[src/core/d8pt_regs.svh]
`ifndef D8PT_REGS_SVH
`define D8PT_REGS_SVH
// prescaler ratio codes
`define D8PT_RATIO_DIV1 2'h0
`define D8PT_RATIO_DIV4 2'h1
`define D8PT_RATIO_DIV32 2'h2
`define D8PT_RATIO_DIV256 2'h3
// divide counts minus one
`define D8PT_PS_MAX4 8'h03
`define D8PT_PS_MAX32 8'h1f
`define D8PT_PS_MAX256 8'hff
// reset values
`define D8PT_COUNT_RST 8'h00
`define D8PT_PS_RST 8'h00
`endif

[src/core/d8pt_pkg.sv]
`default_nettype none
package d8pt_pkg;
    typedef logic [7:0] d8pt_byte_t;
    typedef logic [1:0] d8pt_ratio_t;
    // per-channel software controls
    typedef struct packed {
        logic run_bit;
        logic reload_strobe;
        logic source_select;
        d8pt_ratio_t ratio;
        d8pt_byte_t reload_value;
    } d8pt_chan_ctrl_s;
    // per-channel readback
    typedef struct packed {
        d8pt_byte_t count;
        logic underflow;
    } d8pt_chan_stat_s;
endpackage
`default_nettype wire

[src/core/d8pt_channel.sv]
`include "d8pt_regs.svh"
`default_nettype none
module d8pt_channel (
    input wire logic clock,
    input wire logic resetn,
    input wire logic tick,
    input wire logic reload_strobe,
    input wire d8pt_pkg::d8pt_byte_t reload_value,
    output d8pt_pkg::d8pt_chan_stat_s stat
);
    typedef struct packed {
        logic [7:0] count;
    } d8pt_ch_state_s;
    d8pt_ch_state_s s_q, s_d;
    always_comb begin
        s_d = s_q;
        stat.underflow = 1'b0;
        if (reload_strobe) begin
            s_d.count = reload_value;
        end else if (tick) begin
            if (s_q.count == 8'h00) begin
                s_d.count = reload_value;
                stat.underflow = 1'b1;
            end else begin
                s_d.count = s_q.count - 8'h01;
            end
        end
        stat.count = s_q.count;
    end
    always_ff @(posedge clock or negedge resetn) begin
        if (!resetn) begin
            s_q.count <= `D8PT_COUNT_RST;
        end else begin
            s_q <= s_d;
        end
    end
endmodule
`default_nettype wire

[src/core/d8pt_prescaler.sv]
`include "d8pt_regs.svh"
`default_nettype none
module d8pt_prescaler (
    input wire logic clock,
    input wire logic resetn,
    input wire logic run_bit,
    input wire logic source_select,
    input wire logic low_speed_osc,
    input wire logic high_speed_osc,
    input wire d8pt_pkg::d8pt_ratio_t ratio,
    output logic tick
);
    typedef struct packed {
        logic [7:0] cnt;
    } d8pt_ps_state_s;
    d8pt_ps_state_s s_q, s_d;
    logic src;
    logic [7:0] lim;
    always_comb begin
        src = source_select ? high_speed_osc : low_speed_osc;
        unique case (ratio)
            `D8PT_RATIO_DIV1: lim = 8'h00;
            `D8PT_RATIO_DIV4: lim = `D8PT_PS_MAX4;
            `D8PT_RATIO_DIV32: lim = `D8PT_PS_MAX32;
            `D8PT_RATIO_DIV256: lim = `D8PT_PS_MAX256;
        endcase
        s_d = s_q;
        tick = 1'b0;
        // source enable pulses counted only while running
        if (run_bit && src) begin
            if (s_q.cnt >= lim) begin
                s_d.cnt = `D8PT_PS_RST;
                tick = 1'b1;
            end else begin
                s_d.cnt = s_q.cnt + 8'h01;
            end
        end
    end
    always_ff @(posedge clock or negedge resetn) begin
        if (!resetn) begin
            s_q <= '0;
        end else begin
            s_q <= s_d;
        end
    end
endmodule
`default_nettype wire

[src/core/d8pt_timer.sv]
`include "d8pt_regs.svh"
`default_nettype none
module d8pt_timer (
    input wire logic clock,
    input wire logic resetn,
    // oscillators arrive as one-cycle enable pulses
    input wire logic low_speed_osc,
    input wire logic high_speed_osc,
    input wire d8pt_pkg::d8pt_chan_ctrl_s t0_ctrl,
    input wire d8pt_pkg::d8pt_chan_ctrl_s t1_ctrl,
    input wire logic t0_counter_mode_sel,
    input wire logic t0_irq_mask,
    input wire logic t1_irq_mask,
    input wire logic wave_channel_select,
    input wire logic wave_output_enable,
    input wire logic t0_flag_clear,
    input wire logic t1_flag_clear,
    input wire logic t0_read_low,
    input wire logic t1_read_low,
    output logic [3:0] t0_count_readback_lo,
    output logic [3:0] t0_count_readback_hi,
    output logic [3:0] t1_count_readback_lo,
    output logic [3:0] t1_count_readback_hi,
    output logic t0_underflow_flag,
    output logic t1_underflow_flag,
    output logic irq,
    output logic square_wave_signal,
    output logic shared_port_pin,
    output logic serial_clock_pulse
);
    typedef struct packed {
        logic [3:0] t0_lo;
        logic [3:0] t0_hi;
        logic [3:0] t1_lo;
        logic [3:0] t1_hi;
        logic t0_flag;
        logic t1_flag;
        logic irq;
        logic wave;
        logic pin;
        logic ser;
    } d8pt_top_state_s;
    d8pt_top_state_s s_q, s_d;
    logic t0_tick, t1_tick;
    d8pt_pkg::d8pt_chan_stat_s t0_stat, t1_stat;
    logic t0_run_bit, t1_run_bit;
    logic sel_uf;

    // counter mode other than zero is a software fault; left undefined
    assign t0_run_bit = t0_ctrl.run_bit;
    assign t1_run_bit = t1_ctrl.run_bit;

    d8pt_prescaler u_ps0 (
        .clock(clock),
        .resetn(resetn),
        .run_bit(t0_run_bit),
        .source_select(t0_ctrl.source_select),
        .low_speed_osc(low_speed_osc),
        .high_speed_osc(high_speed_osc),
        .ratio(t0_ctrl.ratio),
        .tick(t0_tick)
    );
    d8pt_prescaler u_ps1 (
        .clock(clock),
        .resetn(resetn),
        .run_bit(t1_run_bit),
        .source_select(t1_ctrl.source_select),
        .low_speed_osc(low_speed_osc),
        .high_speed_osc(high_speed_osc),
        .ratio(t1_ctrl.ratio),
        .tick(t1_tick)
    );
    d8pt_channel u_ch0 (
        .clock(clock),
        .resetn(resetn),
        .tick(t0_tick),
        .reload_strobe(t0_ctrl.reload_strobe),
        .reload_value(t0_ctrl.reload_value),
        .stat(t0_stat)
    );
    d8pt_channel u_ch1 (
        .clock(clock),
        .resetn(resetn),
        .tick(t1_tick),
        .reload_strobe(t1_ctrl.reload_strobe),
        .reload_value(t1_ctrl.reload_value),
        .stat(t1_stat)
    );

    always_comb begin
        s_d = s_q;
        // low nibble tracks live; high only latched on a low read
        s_d.t0_lo = t0_stat.count[3:0];
        s_d.t1_lo = t1_stat.count[3:0];
        if (t0_read_low) begin
            s_d.t0_hi = t0_stat.count[7:4];
        end
        if (t1_read_low) begin
            s_d.t1_hi = t1_stat.count[7:4];
        end
        // set beats a clear in the same cycle
        if (t0_flag_clear) begin
            s_d.t0_flag = 1'b0;
        end
        if (t0_stat.underflow) begin
            s_d.t0_flag = 1'b1;
        end
        if (t1_flag_clear) begin
            s_d.t1_flag = 1'b0;
        end
        if (t1_stat.underflow) begin
            s_d.t1_flag = 1'b1;
        end
        s_d.irq = (s_d.t0_flag & t0_irq_mask)
                | (s_d.t1_flag & t1_irq_mask);
        sel_uf = wave_channel_select ? t1_stat.underflow
                                     : t0_stat.underflow;
        if (sel_uf) begin
            s_d.wave = ~s_q.wave;
        end
        // ungated toward the wave: enabling mid-cycle gives a short pulse
        s_d.pin = wave_output_enable ? s_d.wave : 1'b1;
        s_d.ser = t1_stat.underflow;
    end

    always_ff @(posedge clock or negedge resetn) begin
        if (!resetn) begin
            s_q <= '0;
            s_q.pin <= 1'b1;
        end else begin
            s_q <= s_d;
        end
    end

    assign t0_count_readback_lo = s_q.t0_lo;
    assign t0_count_readback_hi = s_q.t0_hi;
    assign t1_count_readback_lo = s_q.t1_lo;
    assign t1_count_readback_hi = s_q.t1_hi;
    assign t0_underflow_flag = s_q.t0_flag;
    assign t1_underflow_flag = s_q.t1_flag;
    assign irq = s_q.irq;
    assign square_wave_signal = s_q.wave;
    assign shared_port_pin = s_q.pin;
    assign serial_clock_pulse = s_q.ser;
endmodule
`default_nettype wire

[config.mk]
export PLATFORM = sky130hd
export DESIGN_NAME = d8pt_timer
export DESIGN_NICKNAME = d
export VERILOG_FILES = /design/src/core/d8pt_pkg.sv /design/src/core/d8pt_channel.sv /design/src/core/d8pt_prescaler.sv /design/src/core/d8pt_timer.sv
export VERILOG_INCLUDE_DIRS = /design/src /design/src/core
export SDC_FILE = /design/constraint.sdc
export NUM_CORES = 1
export LEC_CHECK = 0
export BUFFER_PORTS_ARGS = -buffer_cell sky130_fd_sc_hd__buf_2
export CAP_MARGIN = 15
export CELL_PAD_IN_SITES_DETAIL_PLACEMENT = 1
export CELL_PAD_IN_SITES_GLOBAL_PLACEMENT = 2
export CORE_UTILIZATION = 38
export DETAILED_ROUTE_END_ITERATION = 8
export GPL_TIMING_DRIVEN = 0
export PLACE_DENSITY_LB_ADDON = 0.12
export SYNTH_ARGS = -nofsm -noshare
export SYNTH_HDL_FRONTEND = slang
export SYNTH_SLANG_ARGS = --single-unit
[constraint.sdc]
create_clock -name clock -period 4.3 [get_ports clock]
set_clock_uncertainty 0.2 [all_clocks]
set_input_delay 1.29 -clock clock [delete_from_list [all_inputs] [get_ports clock]]
set_output_delay 1.29 -clock clock [all_outputs]
set_load 0.05 [all_outputs]
Word level (Yosys, flattened, before mapping)
Cells that the tools add are included.
- equal/unequal tests: 6
- add/sub/neg operators: 4
- multiplexer cells: 29
- $lt $le $gt $ge: 2
- bitwise gates (word level): 4
- reductions and logical operators: 8
- operator list (kind ; count):
    2-to-1 mux 8 bit ; 8
    case mux 8 bit (4 select lines) ; 2
    2-to-1 mux 1 bit ; 19
    adder 8 x 1 -> 8 bit (second input constant) ; 2
    >= comparator 8 bit ; 2
    zero test 8 bit ; 2
    subtractor 8 x 1 -> 8 bit (second input constant) ; 2
    equality test 2 bit (second input constant) ; 4
    equality test 2 x 1 -> 1 bit (second input constant) ; 2
    zero test 2 bit ; 2
    nonzero test 2 bit ; 2
    bitwise AND 1 bit ; 2
    logical AND 1 bit ; 2
    inverter 1 bit ; 1
    OR 1 bit ; 1
- register bits: 54
- output and inout port bits: 22

Longest topological paths before layout
Gate-level depths: netlist of run 1.
- word-level depth: 10
- gate-level depth with buffers: 9
- gate-level depth less buffers: 8

Cells and area by module
Synthesis of run 1 repeated with hierarchy kept, for this count alone.
- cell total of the unflattened synthesis: 307
- area, all modules: 3236.9 µm²
- by module, submodules not included (module ; area each (µm²) ; instances ; cells each ; seq. area each (µm²)):
    d8pt_prescaler ; 654.4 ; 2 ; 72 ; 200.2
    d8pt_channel ; 613.1 ; 2 ; 62 ; 200.2
    d8pt_timer ; 701.9 ; 1 ; 39 ; 551.8

Least setup slack after synthesis of run 1
Ideal clock, no wire load.
- kind: input port to flip-flop
- from: input t1_ctrl[8] in the netlist's numbering
- to: register s_q, in the netlist shared_port_pin
- path buffers: 0
- setup time: 0.085 ns
- data arrival time: 3.211 ns
- cell stages on the path: 8
- data required time: 4.015 ns
- setup slack: 0.804 ns
- path through: or2_2 > ha_1 > nand2b_4 > a2111oi_4 > o41ai_4 > and2_4 > a32oi_2 > mux2_1
- RTL lines (what ; RTL line ; RTL):
    start, declared ; d8pt_timer.sv:10 ; input wire d8pt_pkg::d8pt_chan_ctrl_s t1_ctrl,
    end, declared ; d8pt_timer.sv:43 ; d8pt_top_state_s s_q, s_d;

Final worst setup path of run 1
- from: input t1_ctrl[8] in the netlist's numbering
- to: register u_ch1.s_q[2] in the netlist's numbering
- word-level cells in the longest chain between the ends: 6
- elaborated cells between the ends (all ways): 9
- RTL lines (what ; RTL line ; RTL):
    equality test 2 bit, or another cell as far along ; d8pt_prescaler.sv:21 ; unique case (ratio)
    case mux 8 bit (4 select lines) (*) ; d8pt_prescaler.sv:21 ;
    >= comparator 8 bit (*) ; d8pt_prescaler.sv:31 ; if (s_q.cnt >= lim) begin
    2-to-1 mux 1 bit (*) ; d8pt_prescaler.sv:31 ;
    2-to-1 mux 1 bit (*) ; d8pt_prescaler.sv:30 ; if (run_bit && src) begin
    nonzero test 2 bit (no line) (*) ; n/a ;
    end, declared ; d8pt_channel.sv:14 ; d8pt_ch_state_s s_q, s_d;
Mark *: on every way between the ends. The rest lies on a longest branch, timed or not.
A chain may end at the register's enable or synchronous reset.

==> results of run 1 <==
## flip-flops by register name, summed over array words and instances (netlist names)
name and flops:
t0_count_readback_lo 4, t0_count_readback_hi 4, t1_count_readback_hi 4, square_wave_signal 1, u_ch0.s_q 8, shared_port_pin 1
t1_count_readback_lo 4, irq 1, t1_underflow_flag 1, u_ps0.s_q 8, serial_clock_pulse 1, u_ps1.s_q 8
u_ch1.s_q 8, t0_underflow_flag 1
## metal layers
layer | track usage | up-vias | wire length [µm] | part of all wire
met2 | 0.3285 | 45 | 3832 | 0.49
li1 | - | 1273 | - | -
met3 | 0.02994 | 5 | 274 | 0.035
met1 | 0.2515 | 1296 | 3646 | 0.47
met5 | 0 | - | 0 | 0
met4 | 0.04872 | 0 | 53 | 0.0068
## cell usage after synthesis (4+ instances only)
master | count | share of area
inv_1 | 12 | 0.014
dfrtp_1 | 53 | 0.41
o21ai_1 | 4 | 0.0062
and3_1 | 6 | 0.012
nor2_1 | 20 | 0.023
nor3_1 | 7 | 0.011
xor2_1 | 4 | 0.011
ha_1 | 22 | 0.086
nand4_1 | 5 | 0.0098
nand2b_1 | 4 | 0.0078
nor2b_1 | 8 | 0.016
o21a_1 | 4 | 0.0094
a21oi_1 | 19 | 0.030
o31ai_1 | 5 | 0.012
mux2_2 | 8 | 0.028
a31oi_1 | 7 | 0.014
o22a_1 | 5 | 0.014
nand3_1 | 8 | 0.012
o21ai_0 | 20 | 0.031
nand2_1 | 23 | 0.027
## path summary, 6_finish.rpt
check	slack (ns)	end	from
min reg2reg	0.23	t1_count_readback_lo[1]$_DFF_PN0_	u_ch1.s_q[1]$_DFFE_PN0P_
max in group asynchronous	2.44	shared_port_pin$_DFF_PN1_	resetn
min	0.23	t1_count_readback_lo[1]$_DFF_PN0_	u_ch1.s_q[1]$_DFFE_PN0P_
max reg2reg	1.64	u_ch1.s_q[2]$_DFFE_PN0P_	u_ps1.s_q[0]$_DFFE_PN0P_
min in group asynchronous	0.80	u_ps1.s_q[7]$_DFFE_PN0P_	resetn
max	0.84	u_ch1.s_q[2]$_DFFE_PN0P_	t1_ctrl[8]
## cell type report
class / count / share of cell area
Clock buffer: 7 / 0.02305
Inverter: 13 / 0.01303
Timing Repair Buffer: 60 / 0.08420
Clock inverter: 1 / 0.001336
Tap cell: 105 / 0.03508
Sequential cell: 54 / 0.3612
Multi-Input combinational cell: 233 / 0.4634
Buffer: 9 / 0.01871
## power by group through the flow
stage,clock [W],combinational (W),sequential [W]
2_1_floorplan,0,0.000336,0.000735
3_3_place_gp,0,0.000513,0.000698
5_1_grt,0.000330,0.000587,0.000709
4_1_cts,0.000311,0.000532,0.000690
6_report,0.000297,0.000524,0.000689
3_5_place_dp,0,0.000529,0.000700
## kinds of logic (layout without fill, tap and decap cells)
group / count (synthesis) / in the layout / synth area share
and+or+nand+nor: 107 / 107 / 0.1904
AOI/OAI and AO/OA: 86 / 86 / 0.2064
DFF: 54 / 54 / 0.4218
adders and majority gates: 22 / 22 / 0.08584
buffers and inverters: 22 / 90 / 0.03706
muxes: 13 / 13 / 0.04487
xor gates and xnor gates: 5 / 5 / 0.01366
## critical path: stages
cell,delay [ns]
buf_2,0.10
or2_2,0.30
ha_1,0.27
nand2b_4,0.15
a2111oi_4,0.39
o41ai_4,0.15
a31oi_2,0.37
inv_2,0.09
a221o_1,0.35
## metrics by stage
stage                     utilization  setup slack [ns]
after floorplan                     -            0.8042
after global placement         0.4444            0.4559
after detailed placement       0.4469            0.4900
after CTS                      0.4581            0.8311
after global routing           0.4581            0.7335
final                          0.4581            0.8362
==> metrics.md, run 1 <==
| Metric | Value |
|---|---|
| Largest net degree at the start of global routing | `30` |
| Die height | `93.87 µm` |
| Vias in the first global route | `2,702` |
| Clock sink count | `54` |
| EDFF count, synth | `0` |
| Placed insts | `474` |
| Power, Total | `0.001511 W` |
| Synth warnings | `0` |
| Setup Crit Path Kind | `input pin to register` |
| Power share of the combinational group | `0.347` |
| Placed wire-length estimate | `5.903 mm` |
| Worst EP arrival | `3.46 ns` |
| Sequential fraction of the synthesis area | `0.4218` |
| Synthesis-to-layout area growth | `16.78%` |
| Final period utilization | `0.8055` |
| Crit path capture type | `register` |
| Post_cts resized | `0` |
| Syn_nets | `370` |
| Initial Util | `0.3923` |
| Setup violations, final | `0` |
| H-tree levels | `2` |
| Final instance area | `3745 µm²` |
| Commonest non-fill, non-tap cell in the layout | `buf_2` |
| Num CTS Buffers | `5` |
| Post-Layout Cell Count | `482` |
| Pleak | `1.730 nW` |
| Net Sw Power | `0.0005764 W` |
| DRC viols | `0` |
| Vias | `2,619` |
| Synth Flop Type | `dfrtp_1` |
| Setup total negative slack | `0 ns` |
| Cell Int Power | `0.0009343 W` |
| Hold depth | `0` |
| First-pass GRT wire length | `13.25 mm` |
| Highest Clock Rate | `0.2887 GHz` |
| Register Area | `1353 µm²` |
| CP Data Required Time | `4.30 ns` |
| Reg clk slew, reported paths | `0.10 ns` |
| CP max FO | `5` |
| Via/cell ratio | `5.434` |
| Share of cells above drive strength 1 | `0.2891` |
| CTS root buffer | `clkbuf_8` |
| Worst Tran Pin Value | `0.6579 ns` |
| WL/cell | `16.20 µm` |
| Synthesized area | `3207 µm²` |
| Reg2Reg Depth | `8` |
| Final Max Tran Viols | `0` |
| DR iter-0 viols | `27` |
| Site Rows | `33` |
| Final GP Congestion | `0.7886` |
| Distinct cells, synth | `62` |
| Number of fillers in the final layout | `956` |
| Initial antenna violation count | `0` |
| Min Tclk post-route | `3.464 ns` |
| # Post-CTS Setup Buffers | `0` |
| Hold buffers post-CTS | `0` |
| Asr flop ratio synth | `1.000` |
| Drt first pass iters | `4` |
| Hold WS | `0.2280 ns` |
| Io pins | `61` |
| RSZ-0062 raised after global routing | `false` |
| Gr usage total | `0.1919` |
| Most frequent cells in the layout | `buf_2, dfrtp_1, nand2_1` |
| Pwr Density | `403.4 nW/µm²` |
| Reg power frac | `0.456` |
| MaxCap Viol Count | `0` |
| Number of routed nets with antenna violations | `0` |
| Total Die Area | `8811 µm²` |
| Hold Path Class | `register to register` |
| Switching Share | `0.3815` |
| IO buf count | `59` |
| Cells after Synth | `309` |
| CTS tree | `built` |
| Nets@finish | `437` |
| CTS Buffer Depth | `2` |
| Max_slew headroom | `0.5614` |
| Antenna diode count | `0` |
| Placed cell areas | `3654 µm²` |
| Post-synthesis average cell area | `10.38 µm²` |
| Clock power frac | `0.197` |
| Hold Fails Final Rpt | `0` |
| Die width | `93.87 µm` |
| Run status | `complete, no violations` |
| WL final | `7.807 mm` |
| Worst vdd ir | `0.1829 mV` |
| Worst Setup Start Kind | `input pin` |
| Core Area | `8175 µm²` |
| Worst-Skew Late Latency | `0.30 ns` |
| Area of the multi-input gates | `1735 µm²` |
| Synthesized flop and latch total | `54` |
| Global route overflow | `0` |
Power figures use the tool's default switching activity.
==> inputs of run 2 (changes only) <==
- ABC_AREA: default -> 1
- CORE_UTILIZATION: 38 -> 32
- clock period: 4.3 -> 3.23 ns (I/O delays scaled with it)
==> run 2 against run 1 <==
Clock-buffer cell count shrank 1. Combinational power grew 75%. Core utilization shrank 6.4 points. Global-route usage shrank 3.5 points. Area after synthesis shrank 4.5%. Largest power group unchanged. Highest routed layer unchanged.
==> metrics.md, run 2 <==
| Metric | Value |
|---|---|
| Run status | `complete, no violations (unchanged)` |
| Yosys top cell area share | `0.4330 (was 0.4136)` |
| Worst vdd ir | `0.2666 mV (was 0.1829 mV)` |
| Highest Clock Rate | `0.3832 GHz` |
| Num CTS Buffers | `5 (unchanged)` |
| Hold Path Class | `register to register (unchanged)` |
| RR Endpoint | `u_ch1.s_q[6]$_DFFE_PN0P_ (was u_ch1.s_q[2]$_DFFE_PN0P_)` |
| Critical Path Start | `t1_ctrl[8] (unchanged)` |
| Hold Fails Final Rpt | `0 (unchanged)` |
| Worst-Skew Late Latency | `0.31 ns (was 0.30 ns)` |
| Max_slew headroom | `0.6799 (was 0.5614)` |
| Reg power frac | `0.411 (was 0.456)` |
| Worst Setup Start Kind | `input pin (unchanged)` |
| Drt first pass iters | `4 (unchanged)` |
| Share of cells above drive strength 1 | `0.2274 (was 0.2891)` |
| Initial Util | `0.3315 (was 0.3923)` |
| Die height | `99.84 µm (was 93.87 µm)` |
| Reg clk slew, reported paths | `0.11 ns (was 0.10 ns)` |
| Worst EP arrival | `2.60 ns (was 3.46 ns)` |
| WL final | `7.132 mm (was 7.807 mm)` |
| Top post-synthesis cells by count | `nand2_1, dfrtp_1, inv_1 (was dfrtp_1, nand2_1, ha_1)` |
| Min Tclk post-route | `2.610 ns` |
| EDFF count, synth | `0 (unchanged)` |
| Synthesized area | `3063 µm² (was 3207 µm²)` |
| Crit path capture type | `register (unchanged)` |
| CTS Buffer Depth | `2 (unchanged)` |
| Hold buffers post-CTS | `0 (unchanged)` |
| Worst Tran Pin Value | `0.4801 ns (was 0.6579 ns)` |
| Antenna diode count | `0 (unchanged)` |
| Pleak | `1.836 nW (was 1.730 nW)` |
| Vias in the first global route | `2,725 (was 2,702)` |
| Net Sw Power | `0.0009710 W (was 0.0005764 W)` |
| CP Depth | `15 (was 9)` |
| Synthesis-to-layout area growth | `18.83% (was 16.78%)` |
| Number of fillers in the final layout | `1,149 (was 956)` |
| Initial antenna violation count | `0 (unchanged)` |
| Pwr Density | `642.7 nW/µm² (was 403.4 nW/µm²)` |
| WL/cell | `12.74 µm (was 16.20 µm)` |
| Nets@finish | `491 (was 437)` |
| Die width | `99.84 µm (was 93.87 µm)` |
| Cell Int Power | `0.001368 W (was 0.0009343 W)` |
| Global route overflow | `0 (unchanged)` |
| Post-synthesis average cell area | `8.392 µm² (was 10.38 µm²)` |
| Post_cts resized | `0 (unchanged)` |
| Clock power frac | `0.197 (about the same)` |
| Commonest non-fill, non-tap cell in the layout | `nand2_1 (was buf_2)` |
| Most frequent cells in the layout | `nand2_1, buf_2, dfrtp_1 (was buf_2, dfrtp_1, nand2_1)` |
| Setup Crit Path Kind | `input pin to register (unchanged)` |
| Asr flop ratio synth | `1.000 (unchanged)` |
| Pre-CTS setup slack | `0.2364 ns (was 0.4900 ns)` |
| Largest area contributor in the netlist | `dfrtp_1 (unchanged)` |
| Synthesized flop and latch total | `54 (unchanged)` |
| Setup violations, final | `0 (unchanged)` |
| Core Area | `9240 µm² (was 8175 µm²)` |
| Distinct cells, synth | `35 (was 62)` |
| Setup total negative slack | `0 ns (unchanged)` |
| Placed wire-length estimate | `5.690 mm (was 5.903 mm)` |
| Power, Total | `0.002339 W (was 0.001511 W)` |
| Cells after Synth | `365 (was 309)` |
| MaxCap Viol Count | `0 (unchanged)` |
| IO buf count | `57 (was 59)` |
| DR iter-0 viols | `78 (was 27)` |
| Setup ws final | `0.6201 ns (was 0.8362 ns)` |
| Synth Flop Type | `dfrtp_1 (unchanged)` |
| Switching Share | `0.4151 (was 0.3815)` |
| Area of the multi-input gates | `1481 µm² (was 1735 µm²)` |
| Site Rows | `35 (was 33)` |
| Crit path top cell by count | `nand2_1` |
| CP max FO | `10 (was 5)` |
| First-pass GRT wire length | `12.46 mm (was 13.25 mm)` |
| Largest net degree at the start of global routing | `38 (was 30)` |
| Max stage delay on crit path | `0.27 ns (was 0.39 ns)` |
| Gr usage total | `0.1569 (was 0.1919)` |
| Syn_nets | `426 (was 370)` |
| RSZ-0062 raised after global routing | `false (unchanged)` |
| Worst R2R Setup Slack | `1.10 ns (was 1.64 ns)` |
| Total Die Area | `9967 µm² (was 8811 µm²)` |
| Slowest-stage cell, CP | `ha_1 (was a2111oi_4)` |
| Top-count cell post-synth | `nand2_1 (was dfrtp_1)` |
| Hold EP | `t0_count_readback_lo[1]$_DFF_PN0_ (was t1_count_readback_lo[1]$_DFF_PN0_)` |
| Number of routed nets with antenna violations | `0 (unchanged)` |
| Synth warnings | `0 (unchanged)` |
| Final Max Tran Viols | `0 (unchanged)` |
| Io pins | `61 (unchanged)` |
| Final GP Congestion | `0.7371 (was 0.7886)` |
| Final period utilization | `0.8080` |
| Vias | `2,572 (was 2,619)` |
| H-tree levels | `2 (unchanged)` |
| Hold depth | `0 (unchanged)` |
| HP Start | `u_ch0.s_q[1]$_DFFE_PN0P_ (was u_ch1.s_q[1]$_DFFE_PN0P_)` |
| Reg2Reg Depth | `13 (was 8)` |
| Via/cell ratio | `4.593 (was 5.434)` |
| Buf/Inv on CP | `3 (was 2)` |
| CP Data Required Time | `3.22 ns (was 4.30 ns)` |
| # Post-CTS Setup Buffers | `0 (unchanged)` |
| CTS tree | `built (unchanged)` |
| Reg-to-reg startpoint | `u_ps1.s_q[0]$_DFFE_PN0P_ (unchanged)` |
| Core Util, Final | `0.3939 (was 0.4581)` |
| Power share of the combinational group | `0.391 (was 0.347)` |
| Critical path's top delay family | `simple AND/OR/NAND/NOR gates (was compound AO/OA/AOI/OAI gates)` |
| Largest cells by area after synthesis | `dfrtp_1, nand2_1, ha_1, inv_1, nor2_1 (was dfrtp_1, ha_1, o21ai_0, a21oi_1, mux2_2)` |
| Sequential fraction of the synthesis area | `0.4416 (was 0.4218)` |
| DRC viols | `0 (unchanged)` |
| Worst path cell trace | `buf_2 > nor2_1 > inv_1 > ha_1 > nand2_1 > nand3_1 > nand2_1 > nand2_1 > nand2_1 > nand2_1 > nand2_2 > nand2_2 > buf_4 > nand2_1 > o21ai_1 (was buf_2 > or2_2 > ha_1 > nand2b_4 > a2111oi_4 > o41ai_4 > a31oi_2 > inv_2 > a221o_1)` |
| CTS root buffer | `clkbuf_8 (unchanged)` |
| Register Area | `1353 µm² (unchanged)` |
| Clock sink count | `54 (unchanged)` |
[run 2: changes by cell type after synthesis, sizes merged, moves of 8 or more]
cell   previous run  this run
inv              13        54
nand3             8        18
nor2             20        42
nor2b             8         0
mux2             11         0
nand2            25        83
[run 2: cell families (layout without fill, tap and decap cells)]
family                     Yosys count  in the layout  synth area share
adders and majority gates           22             22           0.08987
xor gates and xnor gates             9              9           0.02574
AOI/OAI and AO/OA                   65             65            0.1172
DFF                                 54             54            0.4416
and+or+nand+nor                    157            157            0.2508
buffers and inverters               58            124           0.07476
[run 2: per-stage QoR]
stage	hold slack, ns	cells	area [µm²]
after global routing	0.2302	560	3640
after detailed placement	0.1649	552	3530
after CTS	0.2034	560	3640
final	0.1994	560	3640
after floorplan	0.1537	365	3063
after global placement	0.1635	551	3510
[run 2: area by class of cell]
class | count | area share
Multi-Input combinational cell | 253 | 0.4070
Clock buffer | 6 | 0.01994
Sequential cell | 54 | 0.3716
Timing Repair Buffer | 58 | 0.08388
Clock inverter | 2 | 0.01031
Inverter | 54 | 0.05569
Buffer | 4 | 0.007219
Tap cell | 129 | 0.04435
[run 2: power by group through the flow]
stage	registers [W]	clock network, W	logic (W)
2_1_floorplan	0.00114	0	0.000518
3_3_place_gp	0.000971	0	0.000905
3_5_place_dp	0.000980	0	0.000930
4_1_cts	0.000968	0.000485	0.000935
5_1_grt	0.000991	0.000504	0.00105
6_report	0.000962	0.000461	0.000916
[run 2: routing by layer]
layer | GRT usage | part of all wire
met5 | 0 | 0
met1 | 0.2114 | 0.48
met3 | 0.02716 | 0.039
met2 | 0.2594 | 0.47
met4 | 0.04412 | 0.011
[run 2: how the worst max path moves through the flow]
stage	end	slack, ns
6_report	u_ch1.s_q[6]$_DFFE_PN0P_	0.62
5_1_grt	u_ch1.s_q[6]$_DFFE_PN0P_	0.40
4_1_cts	u_ch1.s_q[6]$_DFFE_PN0P_	0.57
3_5_place_dp	u_ch1.s_q[6]$_DFFE_PN0P_	0.24
3_3_place_gp	u_ch1.s_q[6]$_DFFE_PN0P_	0.29
2_1_floorplan	u_ch1.s_q[6]$_DFFE_PN0P_	0.71
==> inputs of run 3 (changes only) <==
- ABC_AREA: 1 -> 0
- CORE_UTILIZATION: 32 -> 35
- clock period: 3.23 -> 2.55 ns (I/O delays scaled with it)
==> run 3 against run 2 <==
The flow now finishes with violations (design-rule violations, negative setup slack). Global-route usage up 2.7 points. Sequential cell count unchanged. Worst hold slack better by 0.024 ns. Critical path depth down 6. Final area up 14%. Combinational power up 18%. First-iteration DRC count up 9.0%. Clock-buffer cell count down 1. Highest routed layer unchanged.
==> metrics.md, run 3 (synthesis gave the netlist of run 1 again) <==
| Metric | Value |
|---|---|
| Run status | `finished, violations left (was complete, no violations)` |
| Failing checks | `design-rule violations, negative setup slack` |
| Met3 usage | `0.02806 (was 0.02716)` |
| Initial antenna violation count | `0 (unchanged)` |
| Placed insts | `477 (was 552)` |
| Setup Crit Path Kind | `input pin to register (unchanged)` |
| First-pass GRT wire length | `14.28 mm (was 12.46 mm)` |
| Power, Total | `0.002868 W (was 0.002339 W)` |
| Antenna diode count | `0 (unchanged)` |
| Worst Tran Pin Value | `0.5919 ns (was 0.4801 ns)` |
| CTS Buffer Depth | `2 (unchanged)` |
| GRT busiest layer | `met2 (unchanged)` |
| Setup violations, final | `17 (was 0)` |
| Gr usage total | `0.1843 (was 0.1569)` |
| Worst Setup Start Kind | `input pin (unchanged)` |
| GR Util met2 | `0.3301 (was 0.2594)` |
| Initial Util | `0.3642 (was 0.3315)` |
| CP max FO | `4 (was 10)` |
| GR Util met1 | `0.2388 (was 0.2114)` |
| Most frequent cells in the layout | `buf_2, dfrtp_1, nand2_1 (was nand2_1, buf_2, dfrtp_1)` |
| Max_slew headroom | `0.6054 (was 0.6799)` |
| Worst vdd ir | `0.3380 mV (was 0.2666 mV)` |
| Clock sink count | `54 (unchanged)` |
| Setup total negative slack | `-0.8311 ns (was 0 ns)` |
| Final GP Congestion | `0.7444 (was 0.7371)` |
| Die width | `97.72 µm (was 99.84 µm)` |
| Switching Share | `0.3810 (was 0.4151)` |
| Io pins | `61 (unchanged)` |
| Largest net degree at the start of global routing | `32 (was 38)` |
| Post-Layout Cell Count | `494 (was 560)` |
| Via/cell ratio | `5.413 (was 4.593)` |
| Max stage delay on crit path | `0.35 ns (was 0.27 ns)` |
| Final Max Tran Viols | `0 (unchanged)` |
| Setup ws final | `-0.1077 ns (was 0.6201 ns)` |
| Vias | `2,674 (was 2,572)` |
| DR iter-0 viols | `85 (was 78)` |
| Worst-Skew Late Latency | `0.31 ns (about the same)` |
| Synthesis-to-layout area growth | `29.61% (was 18.83%)` |
| Critical path's top delay family | `compound AO/OA/AOI/OAI gates (was simple AND/OR/NAND/NOR gates)` |
| Num CTS Buffers | `5 (unchanged)` |
| Hold Fails Final Rpt | `0 (unchanged)` |
| Pwr Density | `690.0 nW/µm² (was 642.7 nW/µm²)` |
| WL/cell | `16.85 µm (was 12.74 µm)` |
| H-tree levels | `2 (unchanged)` |
| RSZ-0062 raised after global routing | `true (was false)` |
| CP Data Required Time | `2.60 ns (was 3.22 ns)` |
| Reg power frac | `0.414 (was 0.411)` |
| Commonest non-fill, non-tap cell in the layout | `buf_2 (was nand2_1)` |
| Vias in the first global route | `2,890 (was 2,725)` |
| Global route overflow | `0 (unchanged)` |
| Nets@finish | `446 (was 491)` |
| Buf/Inv on CP | `1 (was 3)` |
| Die height | `97.72 µm (was 99.84 µm)` |
| MaxCap Viol Count | `0 (unchanged)` |
| Total Die Area | `9549 µm² (was 9967 µm²)` |
| Crit path capture type | `register (unchanged)` |
| IO buf count | `59 (was 57)` |
| Reg clk slew, reported paths | `0.11 ns (about the same)` |
| Clock power frac | `0.210 (was 0.197)` |
| CTS tree | `built (unchanged)` |
| Hold Path Class | `register to register (unchanged)` |
| Core Area | `8806 µm² (was 9240 µm²)` |
| Power share of the combinational group | `0.377 (was 0.391)` |
| Worst EP arrival | `2.71 ns (was 2.60 ns)` |
| Cell Int Power | `0.001775 W (was 0.001368 W)` |
| Number of routed nets with antenna violations | `0 (unchanged)` |
| Pleak | `1.850 nW (was 1.836 nW)` |
| Share of cells above drive strength 1 | `0.3886 (was 0.2274)` |
| DRC viols | `12 (was 0)` |
| Placed wire-length estimate | `6.063 mm (was 5.690 mm)` |
| Highest Clock Rate | `0.3763 GHz` |
| Slowest-stage cell, CP | `a2111oi_4 (was ha_1)` |
| Drt first pass iters | `6 (was 4)` |
| Net Sw Power | `0.001093 W (was 0.0009710 W)` |
| CTS root buffer | `clkbuf_8 (unchanged)` |
| Min Tclk post-route | `2.658 ns` |
| Final period utilization | `1.042` |
| Hold buffers post-CTS | `0 (unchanged)` |
| Site Rows | `34 (was 35)` |
| Worst path cell trace | `buf_6 > or2_4 > ha_4 > nand2b_4 > a2111oi_4 > o41ai_4 > and2_4 > a32oi_2 > mux2_4 (was buf_2 > nor2_1 > inv_1 > ha_1 > nand2_1 > nand3_1 > nand2_1 > nand2_1 > nand2_1 > nand2_1 > nand2_2 > nand2_2 > buf_4 > nand2_1 > o21ai_1)` |
| WL final | `8.322 mm (was 7.132 mm)` |
==> run 3: worst paths after layout <==
kind | end | startpoint | depth (start not counted) | slack, ns
hold reg to reg | t1_count_readback_lo[1]$_DFF_PN0_ | u_ch1.s_q[1]$_DFFE_PN0P_ | 0 | 0.22
setup reg to reg | shared_port_pin$_DFF_PN1_ | u_ps1.s_q[0]$_DFFE_PN0P_ | 8 | 0
max in group asynchronous | t0_underflow_flag$_DFF_PN0_ | resetn | 2 | 1.32
min in group asynchronous | u_ps1.s_q[2]$_DFFE_PN0P_ | resetn | 1 | 0.23
hold / removal | t1_count_readback_lo[1]$_DFF_PN0_ | u_ch1.s_q[1]$_DFFE_PN0P_ | 0 | 0.22
setup / recovery | shared_port_pin$_DFF_PN1_ | t1_ctrl[8] | 9 | -0.11
==> run 3: per-layer routing <==
| metal | routed length, µm | part of all wire |
|---|---|---|
| met5 | 0 | 0 |
| met1 | 3873 | 0.47 |
| met3 | 222 | 0.027 |
| met2 | 4198 | 0.50 |
| met4 | 28 | 0.0034 |
==> run 3: cell type report <==
class,instances,area (µm²)
tap,108,135.1
clock buffer,5,68.82
clock inverter,3,47.55
sequential,54,1353
multi-input combinational,233,1968
buffer,9,86.33
fill,999,4649
timing repair buffer,69,449.2
inverter,13,48.80
==> run 3: repair_timing <==
item	in CTS	in global routing
setup endpoints to repair	17	32
setup buffers	6	2
gates cloned	0	1
pin swaps	19	7
resized for setup	24	30
==> run 3: per-stage QoR <==
step           cell area (µm²)  utilization  hold WS (ns)  setup slack [ns]
2_1_floorplan             3274            -        0.1677           -0.2406
3_3_place_gp              3705       0.4207        0.1797           -0.5531
3_5_place_dp              3725       0.4230        0.1931           -0.5828
4_1_cts                   3998       0.4540        0.2242           -0.1841
5_1_grt                   4156       0.4720        0.2364           -0.1845
6_report                  4156       0.4720        0.2235           -0.1077
==> run 3: worst reg2reg max path, cell delays in order, from the launching register on <==
cell	delay, ns
dfrtp_1	0.52
inv_1	0.13
ha_4	0.25
nand2b_4	0.14
a2111oi_4	0.35
o41ai_4	0.15
and2_4	0.21
a32oi_2	0.21
mux2_4	0.32
==> run 3: power groups by stage <==
stage	combinational, W	clock (W)	sequential (W)
2_1_floorplan	0.000602	0	0.00125
3_3_place_gp	0.000901	0	0.00119
3_5_place_dp	0.000944	0	0.00119
4_1_cts	0.00102	0.000630	0.00118
5_1_grt	0.00120	0.000662	0.00121
6_report	0.00108	0.000602	0.00119
